$ cat config.mk
export PLATFORM = sky130hd
export DESIGN_NAME = uas_top
export DESIGN_NICKNAME = d
export VERILOG_FILES = /design/src/logic/uas_pkg.sv /design/src/logic/uas_top.sv
export VERILOG_INCLUDE_DIRS = /design/src /design/src/logic
export SDC_FILE = /design/constraint.sdc
export NUM_CORES = 1
export LEC_CHECK = 0
export BUFFER_PORTS_ARGS = -buffer_cell sky130_fd_sc_hd__buf_2
export CAP_MARGIN = 20
export CORE_MARGIN = 3
export CORE_UTILIZATION = 50
export DETAILED_ROUTE_END_ITERATION = 6
export GPL_TIMING_DRIVEN = 0
export PLACE_DENSITY = 0.67
export SYNTH_ARGS = -nofsm -noshare
export SYNTH_HDL_FRONTEND = slang
export SYNTH_SLANG_ARGS = --single-unit
$ cat constraint.sdc
create_clock -name clk -period 3 [get_ports clk]
set_input_delay 0.15 -clock clk [delete_from_list [all_inputs] [get_ports clk]]
set_output_delay 0.15 -clock clk [all_outputs]
set_load 0.03 [all_outputs]
$ cat src/logic/uas_consts.svh
`ifndef UAS_CONSTS_SVH
`define UAS_CONSTS_SVH
// Oversampling: sixteen divider ticks per bit
`define UAS_TICK_LAST 4'hf
`define UAS_TICK_MID  4'h7
`define UAS_TICK_ONE  4'h1
`define UAS_BIT_LAST  3'h7
`define UAS_DIV_ONE   16'h0001
`define UAS_DIV_RST   16'h0000
`define UAS_BYTE_RST  8'h00
// Multidrop schemes
`define UAS_SCH_ALL   2'h0
`define UAS_SCH_ADDR  2'h1
`define UAS_SCH_MATCH 2'h2
`define UAS_SCH_DATA  2'h3
`endif

$ cat src/logic/uas_pkg.sv
package uas_pkg;
  typedef enum logic [2:0] {
    UAS_IDLE  = 3'h0,
    UAS_START = 3'h1,
    UAS_DATA  = 3'h2,
    UAS_NINTH = 3'h3,
    UAS_STOP  = 3'h4
  } uas_phase_e;

  typedef struct packed {
    logic [15:0] div_cnt;
    logic        tick;
    logic        rxd_s1;
    logic        rxd_s2;
    logic        cts_s1;
    logic        cts_s2;
    uas_phase_e  tx_ph;
    logic [3:0]  tx_cnt;
    logic [2:0]  tx_bit;
    logic        tx_stop2;
    logic [7:0]  tx_sh;
    logic        tx_ninth;
    logic        txd;
    logic [7:0]  hold;
    logic        hold_full;
    logic        hold_flag;
    uas_phase_e  rx_ph;
    logic [3:0]  rx_cnt;
    logic [2:0]  rx_bit;
    logic [7:0]  rx_sh;
    logic        rx_ninth;
    logic [7:0]  rx_data;
    logic        rx_ready;
    logic        rx_flag;
    logic        new_frame;
    logic        first_data;
    logic        matched;
    logic        err_fr;
    logic        err_par;
    logic        err_ovr;
    logic        err_brk;
  } uas_state_s;
endpackage : uas_pkg

$ cat src/logic/uas_top.sv
`timescale 1ns/1ns
`include "uas_consts.svh"
// Contract
// - Full duplex, shared baud and format
// - Eight data bits, LSB first
// - One start bit, one or two stops
// - Parity generated on send, checked on receive
// - Parity sense selects even or odd
// - Detect framing, parity, overrun and break
// - Separate transmit and receive enables
// - Separate transmit and receive interrupts
// - Sixteen-bit divider times both directions
// - Divider doubles as sixteen-bit timer
// - Holding-empty flag reads one when free
// - Written byte moves to shifter automatically
// - Transmit interrupt while enabled and empty
// - Receive-ready flag shows valid byte held
// - Multidrop enable with four receive schemes
// - Flow enable lets clear-to-send hold transmission
// - Driver-enable output for bus transceiver
// - Clear-to-send checked before each new character
// - Address bit follows data, precedes stops
// - Driver enable high over whole frame
// - Schemes: all, addresses only, match, matched data
module uas_top
  import uas_pkg::*;
(
  // Clock and reset
  input  wire logic        clk,
  input  wire logic        rst,
  // Configuration
  input  wire logic        tx_enable,
  input  wire logic        rx_enable,
  input  wire logic        parity_on,
  input  wire logic        parity_odd,
  input  wire logic        two_stop,
  input  wire logic        flow_ctrl_en,
  input  wire logic        multidrop_on,
  input  wire logic [1:0]  multidrop_scheme,
  input  wire logic [7:0]  addr_compare,
  input  wire logic [15:0] baud_divider,
  input  wire logic        timer_mode,
  // Transmit data
  input  wire logic        tx_wr,
  input  wire logic [7:0]  tx_data,
  input  wire logic        addr_flag_tx,
  // Receive data
  input  wire logic        rx_rd,
  output logic      [7:0]  rx_data,
  output logic             rx_addr_flag,
  output logic             rx_new_frame,
  // Status and interrupts
  output logic             tx_holding_empty,
  output logic             rx_byte_ready,
  output logic             err_framing,
  output logic             err_parity,
  output logic             err_overrun,
  output logic             err_break,
  output logic             tx_irq,
  output logic             rx_irq,
  output logic             timer_tick,
  // Serial pins
  input  wire logic        rxd_pin,
  input  wire logic        cts_n_pin,
  output logic             txd,
  output logic             transceiver_drive
);

  uas_state_s q;
  uas_state_s n;
  logic       bit_en;
  logic       tx_go;
  logic       rx_done;
  logic       rx_acc;
  logic       rx_addr;
  logic       rx_match;
  logic       ninth_used;

  assign bit_en     = q.tick & ~timer_mode;
  assign ninth_used = parity_on | multidrop_on;
  assign tx_go      = bit_en & (q.tx_ph == UAS_IDLE) & tx_enable & q.hold_full
                      & ~(flow_ctrl_en & q.cts_s2);
  assign rx_done    = bit_en & (q.rx_ph == UAS_STOP) & (q.rx_cnt == `UAS_TICK_MID);
  assign rx_addr    = multidrop_on & q.rx_ninth;
  assign rx_match   = (q.rx_sh == addr_compare);

  always_comb begin
    rx_acc = 1'b1;
    if (multidrop_on) begin
      unique case (multidrop_scheme)
        `UAS_SCH_ALL:   rx_acc = 1'b1;
        `UAS_SCH_ADDR:  rx_acc = rx_addr;
        `UAS_SCH_MATCH: rx_acc = rx_addr ? rx_match : q.matched;
        `UAS_SCH_DATA:  rx_acc = ~rx_addr & q.matched;
      endcase
    end
  end

  always_comb begin
    n      = q;
    n.tick = 1'b0;
    n.rxd_s1 = rxd_pin;
    n.rxd_s2 = q.rxd_s1;
    n.cts_s1 = cts_n_pin;
    n.cts_s2 = q.cts_s1;
    if (tx_enable | rx_enable | timer_mode) begin
      if (q.div_cnt <= `UAS_DIV_ONE) begin
        n.div_cnt = baud_divider;
        n.tick    = 1'b1;
      end else begin
        n.div_cnt = q.div_cnt - `UAS_DIV_ONE;
      end
    end else begin
      n.div_cnt = baud_divider;
    end

    // Transmitter
    unique case (q.tx_ph)
      UAS_IDLE: begin
        n.txd = 1'b1;
        if (tx_go) begin
          n.tx_sh     = q.hold;
          n.hold_full = 1'b0;
          n.tx_ninth  = multidrop_on ? q.hold_flag : (^q.hold) ^ parity_odd;
          n.tx_ph     = UAS_START;
          n.tx_cnt    = 4'h0;
          n.txd       = 1'b0;
        end
      end
      default: begin
        if (bit_en) begin
          n.tx_cnt = q.tx_cnt + `UAS_TICK_ONE;
          if (q.tx_cnt == `UAS_TICK_LAST) begin
            unique case (q.tx_ph)
              UAS_START: begin
                n.tx_ph  = UAS_DATA;
                n.tx_bit = 3'h0;
                n.txd    = q.tx_sh[0];
              end
              UAS_DATA: begin
                if (q.tx_bit == `UAS_BIT_LAST) begin
                  n.tx_ph    = ninth_used ? UAS_NINTH : UAS_STOP;
                  n.txd      = ninth_used ? q.tx_ninth : 1'b1;
                  n.tx_stop2 = two_stop;
                end else begin
                  n.tx_bit = q.tx_bit + 3'h1;
                  n.tx_sh  = {1'b0, q.tx_sh[7:1]};
                  n.txd    = q.tx_sh[1];
                end
              end
              UAS_NINTH: begin
                n.tx_ph = UAS_STOP;
                n.txd   = 1'b1;
              end
              default: begin
                if (q.tx_stop2) begin
                  n.tx_stop2 = 1'b0;
                end else begin
                  n.tx_ph = UAS_IDLE;
                end
              end
            endcase
          end
        end
      end
    endcase
    // Write marks holding full, beats the move
    if (tx_wr) begin
      n.hold      = tx_data;
      n.hold_flag = addr_flag_tx;
      n.hold_full = 1'b1;
    end

    if (rx_rd) begin
      n.rx_ready  = 1'b0;
      n.err_fr    = 1'b0;
      n.err_par   = 1'b0;
      n.err_ovr   = 1'b0;
      n.err_brk   = 1'b0;
      n.new_frame = 1'b0;
    end

    // Receiver
    if (bit_en && q.rx_ph != UAS_IDLE && q.rx_cnt != `UAS_TICK_LAST) begin
      n.rx_cnt = q.rx_cnt + `UAS_TICK_ONE;
    end
    unique case (q.rx_ph)
      UAS_IDLE: begin
        if (bit_en && !q.rxd_s2) begin
          n.rx_ph  = UAS_START;
          n.rx_cnt = `UAS_TICK_ONE;
        end
      end
      UAS_START: begin
        if (bit_en && q.rx_cnt == `UAS_TICK_MID && q.rxd_s2) begin
          n.rx_ph = UAS_IDLE;
        end else if (bit_en && q.rx_cnt == `UAS_TICK_LAST) begin
          n.rx_ph  = UAS_DATA;
          n.rx_cnt = 4'h0;
          n.rx_bit = 3'h0;
        end
      end
      UAS_DATA: begin
        if (bit_en && q.rx_cnt == `UAS_TICK_MID) begin
          n.rx_sh = {q.rxd_s2, q.rx_sh[7:1]};
        end
        if (bit_en && q.rx_cnt == `UAS_TICK_LAST) begin
          n.rx_cnt = 4'h0;
          n.rx_bit = q.rx_bit + 3'h1;
          if (q.rx_bit == `UAS_BIT_LAST) begin
            n.rx_ph = ninth_used ? UAS_NINTH : UAS_STOP;
          end
        end
      end
      UAS_NINTH: begin
        if (bit_en && q.rx_cnt == `UAS_TICK_MID) begin
          n.rx_ninth = q.rxd_s2;
        end
        if (bit_en && q.rx_cnt == `UAS_TICK_LAST) begin
          n.rx_cnt = 4'h0;
          n.rx_ph  = UAS_STOP;
        end
      end
      default: begin
        // Wait for idle line after the stop sample
        if (q.rx_cnt > `UAS_TICK_MID && q.rxd_s2) begin
          n.rx_ph = UAS_IDLE;
        end
      end
    endcase
    if (rx_done) begin
      n.rx_cnt = `UAS_TICK_LAST;
      if (!q.rxd_s2) begin
        if (q.rx_sh == `UAS_BYTE_RST && !(ninth_used && q.rx_ninth)) begin
          n.err_brk = 1'b1;
        end else begin
          n.err_fr = 1'b1;
        end
      end
      if (parity_on && !multidrop_on && ((^q.rx_sh) ^ parity_odd) != q.rx_ninth) begin
        n.err_par = 1'b1;
      end
      if (multidrop_on && rx_addr) begin
        n.matched    = rx_match;
        n.first_data = rx_match;
      end
      if (rx_acc) begin
        if (q.rx_ready && !rx_rd) begin
          n.err_ovr = 1'b1;
        end else begin
          n.rx_data   = q.rx_sh;
          n.rx_flag   = rx_addr;
          n.rx_ready  = 1'b1;
          n.new_frame = ~rx_addr & q.first_data & multidrop_scheme[1];
          if (!rx_addr) begin
            n.first_data = 1'b0;
          end
        end
      end
    end
    if (!rx_enable) begin
      n.rx_ph = UAS_IDLE;
    end
  end

  always_ff @(posedge clk or posedge rst) begin
    if (rst) begin
      q           <= '0;
      q.rxd_s1    <= 1'b1;
      q.rxd_s2    <= 1'b1;
      q.cts_s1    <= 1'b1;
      q.cts_s2    <= 1'b1;
      q.txd       <= 1'b1;
      q.tx_ph     <= UAS_IDLE;
      q.rx_ph     <= UAS_IDLE;
    end else begin
      q <= n;
    end
  end

  assign rx_data           = q.rx_data;
  assign rx_addr_flag      = q.rx_flag;
  assign rx_new_frame      = q.new_frame;
  assign tx_holding_empty  = ~q.hold_full;
  assign rx_byte_ready     = q.rx_ready;
  assign err_framing       = q.err_fr;
  assign err_parity        = q.err_par;
  assign err_overrun       = q.err_ovr;
  assign err_break         = q.err_brk;
  assign tx_irq            = tx_enable & ~q.hold_full;
  assign rx_irq            = rx_enable & (q.rx_ready | q.err_fr | q.err_par
                             | q.err_ovr | q.err_brk);
  assign timer_tick        = q.tick;
  assign txd               = q.txd;
  assign transceiver_drive = (q.tx_ph != UAS_IDLE);
endmodule : uas_top

==> run metrics <==
outcome=finished clean; max reg flops=69; core area=just under 0.009 sq mm; Sw Ratio=0.263; Layout area overhead=16.2%; final setup skew=0.0132 ns; asr flop ratio synth=1.00; die height=approximately 100 um; final setup TNS=0 ns; crit-path max FO=10; clock buffer depth=2; Via density=about 5.5; busiest grt layer=met2; die width=102 um; global-route track usage on met3=0.0382; starting DRC count in detailed routing=166; Clk pwr share=0.330; Rel. slew slack=0.556; Final Routed Wirelength=9520 um; Worst Max-Slew Pin Slew=0.662 ns; routed len/inst=14.5 um; total power=~2.5 mW; met2 usage=0.316; Hold Slack=0.0220 ns; PortBufs=67; CTS sink count=88; crit path buf inv count=1; area of the mapped netlist=0.00462 sq mm; register bit total from synthesis=just under 90; Final Non-Filler Cells=around 660; Placed Instances=635; Slew Viols, Final=0; share of cells above drive strength 1=0.224; initial antenna violation count=0; Final Critical Period=about 2.2 ns; setup violators final=0; Net Count, Synth=520; Initial Util=0.522; unrepaired setup endpoints after global routing=false; cell count of the worst hold path=2; IO Pins=70; P_sw=0.657 mW; ANT cells=0; dpl hpwl=7120 um; TritonCTS buffer count=9; final hold viol count=0; CP Launch Type=register; via count of the first global-routing pass=3505; first-pass GRT wire length=16400 um; DRC viols=0; critical path class=reg -> reg; Mean Syn Cell Area=10.1 sq um; Gate power share=0.128; CTS tree=yes; fmax=0.448 GHz; maximum vdd drop=a little under 0.4 mV; DRT Pass-1 Iters=5; nets=604; clock latency on the worst-skew pair=0.36 ns; die area=0.0104 sq mm; HP Class=in -> reg; Crit path depth=7; Crit path max-delay family=simple AND/OR/NAND/NOR gates; crit-path max cell delay=around 0.44 ns; Clk pin slew, worst setup/hold paths=0.09 ns; post-route ant nets=0; Period Utilization, post-route=0.745; Synth cell types=62; worst r2r path cells=7; largest net degree at the start of global routing=between 50 and 60; GPL Wtd Cong=0.818; Pint=1.84 mW; GRT Total Usage=0.199; Vias=3597; maxcap violations=0; sequential power share=0.542; Synth warnings=0; met1 Track Usage GR=0.273; postcts setup bufs=0; CTS root buffer=clkbuf_8; Top reg by flops=q; leak pwr=2.53 nW; CP arrival=between 2 and 2.5 ns; crit-path cells=ha_1, nand2_1, nor3_2, and3_1, buf_2, o211ai_2, mux2_1; EDFF count, synth=0; num rows=34; htree depth=3; post-synthesis cell count=459; GRT overflow=0; crit path capture type=register; Most used DFF post-synth=dfrtp_1; crit path max-delay cell type=dfrtp_1; CP required=3.24 ns; Power per Cell Area=around 470 mW/mm^2; sequential area share after synthesis=0.478
==> cells in the final DEF (no fill, tap or decap), types with 7 or more instances in the layout <==
cell,count
ha_1,12
mux2_1,13
nand2b_1,7
mux2_2,11
nor3_1,18
nand2_1,37
a22oi_1,7
buf_2,71
o21ai_0,15
clkbuf_1,15
a21oi_1,22
o21ai_1,21
xor2_1,7
nor2_1,36
inv_1,20
a22o_1,7
buf_4,8
clkbuf_8,10
xnor2_1,25
dfrtp_1,83
==> metal layers <==
metal  routed length, um  share of wire
met5                   0              0
met4                 138          0.015
met2                4420           0.46
met1                4540           0.48
met3                 419          0.044
==> worst reg2reg max path: cells and delay by family (launching register included) <==
family	cells	cell delay, ns
flops	1	0.44
buf+inv	1	0.18
simple gates	3	0.57
mux	1	0.42
compound gates	1	0.29
fa+ha+maj	1	0.23
==> final timing paths <==
check / slack [ns] / startpoint / end
setup / recovery: 0.77 / q[29]$_DFF_PP0_ / rx_data[5]$_DFFE_PP0P_
hold / removal: 0.02 / tx_data[1] / q[39]$_DFFE_PP0P_
setup reg to reg: 0.77 / q[29]$_DFF_PP0_ / rx_data[5]$_DFFE_PP0P_
hold reg to reg: 0.36 / n[69]$_DFF_PP1_ / q[69]$_DFF_PP1_
max in group asynchronous: 1.99 / rst / q[67]$_DFF_PP1_
min in group asynchronous: 0.34 / rst / rx_data[6]$_DFFE_PP0P_
==> area by class of cell <==
cell class / instances / area, sq um
plain buffers: 27 / 144
multi-input cells: 322 / 2190
clock inverters: 5 / 56.3
fillers: 796 / 3480
clock buffers: 11 / 141
well taps: 108 / 135
inverters: 22 / 85.1
flip-flops and latches: 88 / 2210
repair buffers: 73 / 413
==> repair_timing <==
action                                  CTS  global route
endpoints found under the setup margin    0             0
hold buffers                              5             0
resized for setup                         0             0
endpoints found under the hold margin    34             0
==> cells by family after synthesis <==
family / Yosys count / synth area share
AND/OR/NAND/NOR: 138 / 0.154
AO/OA/AOI/OAI: 109 / 0.150
flip-flops: 88 / 0.478
buffers and inverters: 49 / 0.0490
XOR/XNOR: 33 / 0.0655
multiplexers: 30 / 0.0715
adder cells (fa/ha/maj): 12 / 0.0325
==> through the flow <==
stage	utilization	area (sq um)	worst slack, ns
after floorplan	-	4620	0.580
after global routing	0.607	5370	0.563
after CTS	0.607	5370	0.731
after global placement	0.575	5090	-0.511
after detailed placement	0.579	5120	0.741
final	0.607	5370	0.765
==> power by group through the flow <==
stage / sequential (mW) / clock, mW / combinational, mW
finish: 1.35 / 0.824 / 0.320
global route: 1.37 / 0.898 / 0.361
CTS: 1.35 / 0.852 / 0.325
detailed placement: 1.38 / 0 / 0.318
global placement: 1.37 / 0 / 0.306
floorplan: 1.36 / 0 / 0.231
==> synthesized netlist by cell type (5+ instances only) <==
cell type,instances,share of area
dfrtp_1,83,0.45
nand2_1,37,0.030
nor2_1,36,0.029
xnor2_1,25,0.047
a21oi_1,22,0.024
inv_1,21,0.017
o21ai_1,21,0.023
nor3_1,18,0.019
o21ai_0,15,0.016
clkbuf_1,14,0.011
mux2_1,13,0.032
ha_1,12,0.032
mux2_2,11,0.027
buf_4,8,0.013
a22o_1,7,0.013
a22oi_1,7,0.011
nand2b_1,7,0.0095
xor2_1,7,0.013
a31oi_1,6,0.0081
mux2i_1,6,0.013
nand3_1,6,0.0065
dfstp_2,5,0.028
nand4_1,5,0.0068
o211ai_1,5,0.0081
No activity file was read; power rests on OpenSTA's default activity.
